**config.mk**
```make
export PLATFORM = sky130hd
export DESIGN_NAME = lpc_station
export DESIGN_NICKNAME = d
export VERILOG_FILES = /design/src/rtl/lpc_busy_mem.v /design/src/rtl/lpc_rx_class.v /design/src/rtl/lpc_station.v
export VERILOG_INCLUDE_DIRS = /design/src /design/src/rtl
export SDC_FILE = /design/constraint.sdc
export NUM_CORES = 1
export LEC_CHECK = 0
export ABC_AREA = 1
export BUFFER_PORTS_ARGS = -buffer_cell sky130_fd_sc_hd__buf_2
export CORE_MARGIN = 2
export CORE_UTILIZATION = 45
export DETAILED_ROUTE_END_ITERATION = 7
export GPL_ROUTABILITY_DRIVEN = 0
export PLACE_DENSITY_LB_ADDON = 0.1
export SYNTH_ARGS = -nofsm -noshare
export SYNTH_HDL_FRONTEND = slang
export SYNTH_SLANG_ARGS = --single-unit
```
**constraint.sdc**
```tcl
create_clock -name clk -period 1.8 [get_ports clk]
set_clock_uncertainty 0.1 [all_clocks]
set_input_delay 0.09 -clock clk [delete_from_list [all_inputs] [get_ports clk]]
set_output_delay 0.09 -clock clk [all_outputs]
set_load 0.01 [all_outputs]
```
**src/rtl/lpc_defs.vh**
```
// Constants for the link procedure control block: PDU kinds, address kinds, modes.
// Assumes the PDU parser below has already decoded frames into these codes.
`ifndef LPC_DEFS_VH
`define LPC_DEFS_VH
// PDU kind codes (4 bits)
`define LPC_K_UI 4'h0
`define LPC_K_URR 4'h1
`define LPC_K_URNR 4'h2
`define LPC_K_TEST 4'h3
`define LPC_K_DISC 4'h4
`define LPC_K_UA 4'h5
`define LPC_K_DM 4'h6
`define LPC_K_I 4'h7
`define LPC_K_S 4'h8
`define LPC_K_SABME 4'h9
// Address kind codes (2 bits)
`define LPC_A_INDIV 2'h0
`define LPC_A_GROUP 2'h1
`define LPC_A_SPECIAL 2'h2
`define LPC_A_GLOBAL 2'h3
// Link modes
`define LPC_M_ADM 1'b0
`define LPC_M_ABM 1'b1
// Field positions of the source address octet
`define LPC_CR_BIT 7
// Reset values
`define LPC_BUSY_RST 1'b0
`define LPC_MODE_RST 1'b0
`endif

```
**src/rtl/lpc_busy_mem.v**
```verilog
// Per-peer busy table: one bit per peer address, registered read data.
// Assumes a single clock; write and read may occur in one cycle.
`timescale 1ns/1ps
`default_nettype none
`include "lpc_defs.vh"
module lpc_busy_mem #(
  parameter AW = 7
) (
  input wire clk, // System clock
  input wire rstn, // Synchronous reset, active low
  input wire wr_en, // Write strobe
  input wire [AW-1:0] wr_addr, // Peer written
  input wire wr_data, // Busy value
  input wire [AW-1:0] rd_addr, // Peer looked up
  output reg rd_data_ff // Busy of looked-up peer
);
  reg [(1<<AW)-1:0] busy_ff;
  ////////////////////////////////////////////////////////////////////////
  // Flat bit vector so reset can clear every peer at once
  always @(posedge clk) begin
    if (!rstn) begin
      busy_ff <= {(1<<AW){`LPC_BUSY_RST}};
      rd_data_ff <= `LPC_BUSY_RST;
    end else begin
      if (wr_en)
        busy_ff[wr_addr] <= wr_data;
      // Write-through so a gate decision never sees stale busy
      rd_data_ff <= (wr_en && wr_addr == rd_addr) ? wr_data : busy_ff[rd_addr];
    end
  end
endmodule // lpc_busy_mem
`default_nettype wire

```
**src/rtl/lpc_rx_class.v**
```verilog
// Receive classifier: splits a decoded PDU header into command/response and validity.
// Assumes header fields arrive in parallel with a one-cycle valid strobe.
`timescale 1ns/1ps
`default_nettype none
`include "lpc_defs.vh"
module lpc_rx_class (
  input wire clk, // System clock
  input wire rstn, // Synchronous reset, active low
  input wire in_vld, // Header valid pulse
  input wire [7:0] in_src, // Source address octet
  input wire [1:0] in_src_kind, // Source address kind
  input wire [1:0] in_dst_kind, // Destination address kind
  input wire in_fcs_err, // Frame check failed
  output reg out_vld_ff, // Classified pulse
  output reg out_cmd_ff, // 1 command, 0 response
  output reg out_ok_ff // Header acceptable
);
  ////////////////////////////////////////////////////////////////////////
  // Leading source bit marks command/response; bad source kinds rejected
  always @(posedge clk) begin
    if (!rstn) begin
      out_vld_ff <= 1'b0;
      out_cmd_ff <= 1'b0;
      out_ok_ff <= 1'b0;
    end else begin
      out_vld_ff <= in_vld;
      out_cmd_ff <= ~in_src[`LPC_CR_BIT];
      // Any destination kind accepted; source must be individual or special
      out_ok_ff <= !in_fcs_err && (in_src_kind == `LPC_A_INDIV || in_src_kind == `LPC_A_SPECIAL);
    end
  end
endmodule // lpc_rx_class
`default_nettype wire

```
**src/rtl/lpc_station.v**
```verilog
// Link procedure control for one station: Type 1 connectionless traffic and
// Type 2 balanced/disconnected mode handling, on decoded PDU headers.
// Assumes a parser below hands decoded headers and a framer takes transmit requests.
// Limitation: one response slot; a reply raised while another is pending
// replaces it, and one raised while another is in flight is lost.
//
// Behaviour
// - One merged busy record per peer, shared by Type 1 and Type 3 traffic.
// - Every Type 1 procedure is always supported while operational.
// - Leading source address bit marks command versus response.
// - Command destinations may be individual, group, special or global.
// - Source address must be individual or special.
// - Poll bit transmitted as zero for all Type 1 traffic.
// - User data to a peer goes out as UI commands.
// - No UI commands to a peer after URNR until it clears.
// - UI command with poll zero is never acknowledged.
// - Errored TEST commands are dropped with no response.
// - TEST failure follow-up belongs to the initiator; responder does nothing. Here an errored received TEST still pulses test_evt_ff.
// - Type 2 operational mode is asynchronous balanced mode.
// - Balanced mode may send commands and responses without peer permission.
// - Balanced-mode transmissions carry information and status change PDUs.
// - DISC in balanced mode answered with UA when executable.
// - Type 2 non-operational mode is asynchronous disconnected mode.
// - Disconnected mode sends and accepts no user data.
// - Disconnect conditions are fixed configuration, not run-time decisions.
// - Disconnected mode answers DISC, I or S with DM.
// - Disconnected mode never enters frame-reject condition.
// - Busy URNR reply to UI has final bit 1, to UI source.
`timescale 1ns/1ps
`default_nettype none
`include "lpc_defs.vh"
module lpc_station #(
  parameter AW = 7, // Peer address width
  parameter DISC_OK = 1'b1, // Station can execute DISC
  parameter ADM_ON_SABME_ONLY = 1'b1 // Fixed rule: only SABME leaves ADM
) (
  input wire clk, // System clock, 40 MHz
  input wire rstn, // Synchronous reset, active low
  input wire rx_vld, // Decoded PDU header pulse
  input wire [3:0] rx_kind, // PDU kind code
  input wire [7:0] rx_src, // Source address octet
  input wire [1:0] rx_src_kind, // Source address kind
  input wire [1:0] rx_dst_kind, // Destination address kind
  input wire rx_pf, // Received poll/final bit
  input wire rx_err, // Frame in error
  input wire rx_local_busy, // Local receiver cannot take UI
  input wire force_adm, // Configured disconnect condition
  input wire test_fail, // Own TEST timed out or mismatched
  input wire usr_req, // Host wants to send user data
  input wire [AW-1:0] usr_dst, // Destination peer
  input wire usr_t2, // Request is Type 2 I data
  input wire tx_rdy, // Framer accepts request
  output reg usr_ack_ff, // User request taken pulse
  output reg usr_blk_ff, // User request refused pulse
  output reg tx_vld_ff, // Transmit request
  output reg [3:0] tx_kind_ff, // Kind to send
  output reg [AW-1:0] tx_dst_ff, // Destination peer
  output reg tx_cmd_ff, // 1 command, 0 response
  output reg tx_pf_ff, // Poll/final bit to send
  output reg rx_data_ff, // User data accepted pulse
  output reg test_evt_ff, // TEST problem event pulse
  output reg mode_ff // Current Type 2 mode
);
  localparam ST_IDLE = 2'h0;
  localparam ST_CHK = 2'h1;
  localparam ST_SEND = 2'h2;

  reg [1:0] st_ff;
  reg [1:0] nxt_st;
  reg [3:0] kind_ff;
  reg [AW-1:0] src_ff;
  reg pf_ff;
  reg err_ff;
  reg [AW-1:0] dst_ff;
  reg t2_ff;
  reg pend_rsp_ff;
  reg [3:0] rsp_kind_ff;
  reg [AW-1:0] rsp_dst_ff;
  reg rsp_pf_ff;
  wire cls_vld;
  wire cls_cmd;
  wire cls_ok;
  wire peer_busy;
  wire bm_wr;
  wire bm_val;
  wire usr_refused;
  wire rsp_first;

  // True when the kind is a Type 2 data or supervisory PDU
  function is_i_or_s;
    input [3:0] k;
    begin
      is_i_or_s = (k == `LPC_K_I) || (k == `LPC_K_S);
    end
  endfunction

  ////////////////////////////////////////////////////////////////////////
  // Receive classification
  lpc_rx_class u_cls (
    .clk(clk),
    .rstn(rstn),
    .in_vld(rx_vld),
    .in_src(rx_src),
    .in_src_kind(rx_src_kind),
    .in_dst_kind(rx_dst_kind),
    .in_fcs_err(rx_err),
    .out_vld_ff(cls_vld),
    .out_cmd_ff(cls_cmd),
    .out_ok_ff(cls_ok)
  );

  ////////////////////////////////////////////////////////////////////////
  // Header held one cycle to line up with the classifier
  always @(posedge clk) begin
    if (!rstn) begin
      kind_ff <= 4'h0;
      src_ff <= {AW{1'b0}};
      pf_ff <= 1'b0;
      err_ff <= 1'b0;
    end else if (rx_vld) begin
      kind_ff <= rx_kind;
      src_ff <= rx_src[AW-1:0];
      pf_ff <= rx_pf;
      err_ff <= rx_err;
    end
  end

  ////////////////////////////////////////////////////////////////////////
  // One busy table serves Type 1 and Type 3 alike, so no per-type copies
  assign bm_wr = cls_vld && cls_ok && (kind_ff == `LPC_K_URNR || kind_ff == `LPC_K_URR);
  assign bm_val = (kind_ff == `LPC_K_URNR);

  lpc_busy_mem #(.AW(AW)) u_busy (
    .clk(clk),
    .rstn(rstn),
    .wr_en(bm_wr),
    .wr_addr(src_ff),
    .wr_data(bm_val),
    .rd_addr(dst_ff),
    .rd_data_ff(peer_busy)
  );

  ////////////////////////////////////////////////////////////////////////
  // Mode: configured condition forces ADM; SABME is the only way out
  always @(posedge clk) begin
    if (!rstn) begin
      mode_ff <= `LPC_MODE_RST;
    end else if (force_adm) begin
      mode_ff <= `LPC_M_ADM;
    end else if (cls_vld && cls_ok && cls_cmd) begin
      if (kind_ff == `LPC_K_SABME && ADM_ON_SABME_ONLY)
        mode_ff <= `LPC_M_ABM;
      // DISC leaves ABM only when the station can carry it out
      else if (kind_ff == `LPC_K_DISC && mode_ff == `LPC_M_ABM && DISC_OK)
        mode_ff <= `LPC_M_ADM;
    end
  end

  ////////////////////////////////////////////////////////////////////////
  // Receive responses; a pending reply is never dropped by a user send
  always @(posedge clk) begin
    if (!rstn) begin
      pend_rsp_ff <= 1'b0;
      rsp_kind_ff <= 4'h0;
      rsp_dst_ff <= {AW{1'b0}};
      rsp_pf_ff <= 1'b0;
      rx_data_ff <= 1'b0;
      test_evt_ff <= 1'b0;
    end else begin
      rx_data_ff <= 1'b0;
      test_evt_ff <= test_fail;
      // Cleared only when the framer takes the response itself, so a
      // reply raised during a user send is not lost
      if (tx_vld_ff && tx_rdy && !tx_cmd_ff)
        pend_rsp_ff <= 1'b0;
      if (cls_vld) begin
        // Errored TEST either way is reported; a bad-source TEST command is reported too
        if (kind_ff == `LPC_K_TEST && (err_ff || (cls_cmd && !cls_ok))) begin
          test_evt_ff <= 1'b1;
        end else if (cls_ok && cls_cmd) begin
          case (kind_ff)
            `LPC_K_UI: begin
              if (rx_local_busy) begin
                pend_rsp_ff <= 1'b1;
                rsp_kind_ff <= `LPC_K_URNR;
                rsp_dst_ff <= src_ff;
                rsp_pf_ff <= 1'b1;
              end else begin
                rx_data_ff <= 1'b1; // no acknowledgement for P=0
              end
            end
            `LPC_K_TEST: begin
              if (pf_ff) begin
                pend_rsp_ff <= 1'b1;
                rsp_kind_ff <= `LPC_K_TEST;
                rsp_dst_ff <= src_ff;
                rsp_pf_ff <= 1'b1;
              end
            end
            `LPC_K_DISC: begin
              pend_rsp_ff <= 1'b1;
              rsp_dst_ff <= src_ff;
              rsp_pf_ff <= pf_ff;
              rsp_kind_ff <= (mode_ff == `LPC_M_ABM && DISC_OK) ? `LPC_K_UA : `LPC_K_DM;
            end
            `LPC_K_SABME: begin
              pend_rsp_ff <= 1'b1;
              rsp_dst_ff <= src_ff;
              rsp_pf_ff <= pf_ff;
              rsp_kind_ff <= `LPC_K_UA;
            end
            default: begin
              if (is_i_or_s(kind_ff)) begin
                if (mode_ff == `LPC_M_ADM) begin
                  pend_rsp_ff <= 1'b1; // DM, never frame reject
                  rsp_kind_ff <= `LPC_K_DM;
                  rsp_dst_ff <= src_ff;
                  rsp_pf_ff <= pf_ff;
                end else if (kind_ff == `LPC_K_I) begin
                  rx_data_ff <= 1'b1; // data only accepted in ABM
                end
              end
            end
          endcase
        end else if (cls_ok && is_i_or_s(kind_ff) && mode_ff == `LPC_M_ADM) begin
          // Responses of these kinds also draw DM while detached
          pend_rsp_ff <= 1'b1;
          rsp_kind_ff <= `LPC_K_DM;
          rsp_dst_ff <= src_ff;
          rsp_pf_ff <= pf_ff;
        end
      end
    end
  end

  ////////////////////////////////////////////////////////////////////////
  // Send decisions shared by the sequencer and the output stage
  assign rsp_first = pend_rsp_ff && !t2_ff;
  assign usr_refused = t2_ff ? (mode_ff == `LPC_M_ADM) : peer_busy;

  ////////////////////////////////////////////////////////////////////////
  // Transmit sequencer; responses go out without waiting on the peer
  // SEND is left only once the request is taken or refused, so tx_* hold
  always @* begin
    nxt_st = st_ff;
    case (st_ff)
      ST_IDLE: if (pend_rsp_ff || usr_req) nxt_st = pend_rsp_ff ? ST_SEND : ST_CHK;
      ST_CHK: nxt_st = ST_SEND;
      ST_SEND: if (tx_vld_ff ? tx_rdy : (!rsp_first && usr_refused)) nxt_st = ST_IDLE;
      default: nxt_st = ST_IDLE;
    endcase
  end

  ////////////////////////////////////////////////////////////////////////
  // Transmit request outputs
  always @(posedge clk) begin
    if (!rstn) begin
      st_ff <= ST_IDLE;
      dst_ff <= {AW{1'b0}};
      t2_ff <= 1'b0;
      tx_vld_ff <= 1'b0;
      tx_kind_ff <= 4'h0;
      tx_dst_ff <= {AW{1'b0}};
      tx_cmd_ff <= 1'b0;
      tx_pf_ff <= 1'b0;
      usr_ack_ff <= 1'b0;
      usr_blk_ff <= 1'b0;
    end else begin
      st_ff <= nxt_st;
      usr_ack_ff <= 1'b0;
      usr_blk_ff <= 1'b0;
      if (st_ff == ST_IDLE && !pend_rsp_ff && usr_req) begin
        dst_ff <= usr_dst;
        t2_ff <= usr_t2;
      end
      if (st_ff == ST_IDLE && pend_rsp_ff)
        t2_ff <= 1'b0;
      if (st_ff == ST_SEND && !tx_vld_ff) begin
        if (rsp_first) begin
          tx_vld_ff <= 1'b1;
          tx_kind_ff <= rsp_kind_ff;
          tx_dst_ff <= rsp_dst_ff;
          tx_cmd_ff <= 1'b0;
          tx_pf_ff <= rsp_pf_ff;
        end else if (usr_refused) begin
          usr_blk_ff <= 1'b1;
        end else begin
          tx_vld_ff <= 1'b1;
          tx_kind_ff <= t2_ff ? `LPC_K_I : `LPC_K_UI;
          tx_dst_ff <= dst_ff;
          tx_cmd_ff <= 1'b1;
          tx_pf_ff <= 1'b0;
        end
      end
      if (tx_vld_ff && tx_rdy) begin
        tx_vld_ff <= 1'b0;
        usr_ack_ff <= tx_cmd_ff;
      end
    end
  end
endmodule // lpc_station
`default_nettype wire

```
==> flow_summary_export.csv <==
group,metric,value,unit
cts,cts.sinks,185,
cts,clkTransAtPathRegs,0.07,ns
timing,drv_slew,0,
placement,dp_cells,1576,
floorplan,coreArea,18900,um^2
timing,max_freq,0.570,GHz
logic_synthesis,synth-adder-area-share,0,%
setup_path,cp-start-kind,"flip-flop",
floorplan,row_count,50,
floorplan,die_x,143,um
pwr,power_per_cell_area,862,nW/um^2
finish,layout_common_cells,"214 x nor3_1, 197 x nand2_1, 180 x dfxtp_1, 131 x nor2_1, 123 x a21oi_1",
logic_synthesis,ys_warn_count,0,
routing,drc,0,
logic_synthesis,synth_nets,1306,
setup_path,crit_fanout,13,
cts,cts_root_buf,"clkbuf_16",
logic_synthesis,synth_compound_area_share,13.8,%
floorplan,die_area,20600,um^2
placement,portBuffers,48,
logic_synthesis,synth_xor_area_share,0.701,%
timing,finalWorstSetupSlack,0.0443,ns
routing,dr.pass1.iters,5,
logic_synthesis,yosysUniqueCellTypes,34,
timing,finalSetupViolations,0,
finish,syn_to_final_growth,24.5,%
timing,finalHoldWorstSlack,-0.000670,ns
timing,finalCritPeriodShare,97.5,%
global_route,grt_pass1_vias,8300,
setup_path,critical_path_required,2.05,ns
logic_synthesis,yosysTopAreaCell,"dfxtp_1",
logic_synthesis,yosysTopAreaCellShare,42.3,%
routing,num_vias,9091,
finish,n_antenna_cell,0,
placement,post-place-ws,-0.0783,ns
floorplan,die_h,143,um
global_route,antenna_found_initial,0,
logic_synthesis,synth-simple-area-share,35.0,%
cts,worstSkewPairLatency,0.44,ns
logic_synthesis,seq_area_frac_synth,42.3,%
floorplan,pin_count,53,
logic_synthesis,syn-instance-count,1272,
logic_synthesis,syn_area,8750,um^2
timing,fin_crit,1.76,ns
floorplan,initial_core_util,46.3,%
routing,drt_iter0_markers,789,
finish,layout.nets,1406,
pwr,leakagePower,4.18,nW
global_route,grt_overflow,0,
finish,post-route-util,57.7,%
cts,clockBufferDepth,2,
worst_hold_path,hp-class,"in2reg",
logic_synthesis,synth_area_leaders,"dfxtp_1 42%, nor3_1 12%, nand2_1 8.7%, a21oi_1 7.0%, nand3_1 6.6%",
logic_synthesis,avgSynthCellArea,6.88,um^2
setup_path,critical_path_arrival,2.00,ns
cts,cts_made_buffers,17,
finish,final_common_cell,"nor3_1",
routing,detail-route-antenna-nets,0,
timing,hold_viol,1,
pwr,peakVddDrop,0.655,mV
placement,hpwl,17800,um
run_status,status,"finished, violations left",
cts,cts_tree,"done",
logic_synthesis,synth_seq_cells,185,
routing,routedWlPerCell,17.6,um
flow_run,cap_violations,0,
logic_synthesis,synth_top_family_by_area,"simple AND/OR/NAND/NOR gates",
setup_path,end_kind,"flip-flop",
global_route,grt_max_degree,81,
global_route,grt_first_pass_wirelength,44700,um
setup_path,crit_type,"reg2reg",
timing,rsz0062_at_grt,"true",
run_status,violations,"negative hold slack",
global_route,track_usage,27.8,%
logic_synthesis,synth.area.mux_share,0,%
cts,cts.htree.levels,4,
routing,wl,28900,um
routing,vias_per_cell,5.53,
finish,final_cells,1645,
finish,drive_gt1_share,16.9,%
pwr,power.total,0.00939,W
[critical path, stage by stage (launching register included)]
cell     delay, ns
dfxtp_2       0.34
nand2_1       0.09
inv_1         0.07
nor2_2        0.09
nand3_1       0.12
inv_4         0.16
nand2_1       0.15
inv_1         0.13
buf_12        0.17
a21oi_1       0.08
nor3_1        0.16
[report_power, final]
part / leakage (nW) / internal (W) / switching (W) / total, W
logic: 2.39 / 0.000431 / 0.000734 / 0.00117
registers: 1.50 / 0.00415 / 0.0000652 / 0.00422
clock network: 0.293 / 0.00228 / 0.00173 / 0.00401
[routing by layer]
layer  GRT usage (%)  wire length [um]
met1            37.4             12800
met4            9.34               816
met3            4.43              1930
met2            45.8             13300
met5               0                 0
[layout make-up]
class	count	area, um^2
clock inverter	12	165
timing repair inverter	2	10.0
tap	260	325
inverter	68	289
clock buffer	20	457
sequential	185	3710
timing repair buffer	172	1550
multi-input combinational	926	4380
fill	1800	8000
[Yosys cell counts, drive strengths merged]
cell type,count
xor2,7
a21oi,123
a31oi,7
o21ai,88
a21o,1
a211o,1
o311a,1
nor2,142
nor4,1
nand3,116
nand2,209
conb,1
a211oi,7
nor3,217
o21a,1
buf,57
clkbuf,36
clkinv,6
o22ai,2
nor3b,2
inv,62
dfxtp,185
[metrics by stage]
stage | setup TNS (ns) | cell area (um^2)
final | 0 | 10900
after CTS | 0 | 10700
after global routing | -0.885 | 10900
after detailed placement | -0.671 | 9790
after global placement | -0.0642 | 9790
after floorplan | 0 | 8750
[flip-flops by register name, indices dropped and copies added (netlist names), 2 cells and up]
signal and count:
dst_ff 7, kind_ff 4, rsp_dst_ff 7, rsp_kind_ff 3
src_ff 7, st_ff 2, tx_dst_ff 7, tx_kind_ff 3
u_busy.busy_ff 128
[path summary, 6_finish.rpt]
check / from / to / slack, ns / cells after the start
max: kind_ff[1] / u_busy.busy_ff[13] / 0.04 / 10
min: rstn / st_ff[0] / -0.0007 / 3
max reg2reg: kind_ff[1] / u_busy.busy_ff[13] / 0.04 / 10
min reg2reg: tx_cmd_ff / usr_ack_ff / 0.35 / 2
[cells by family after synthesis]
kind of cell	count (synthesis)
and+or+nand+nor	687
xor gates and xnor gates	7
AOI/OAI and AO/OA	231
DFF	185
other	1
buffers and inverters	161
[what timing repair did]
item,CTS,global route
gates cloned,0,4
setup buffers,0,1
pin swaps,0,2
hold buffers,32,0
gates resized for setup,3,34
endpoints found under the hold margin,32,0
setup endpoints to repair,21,116
Power figures use the tool's default switching activity.
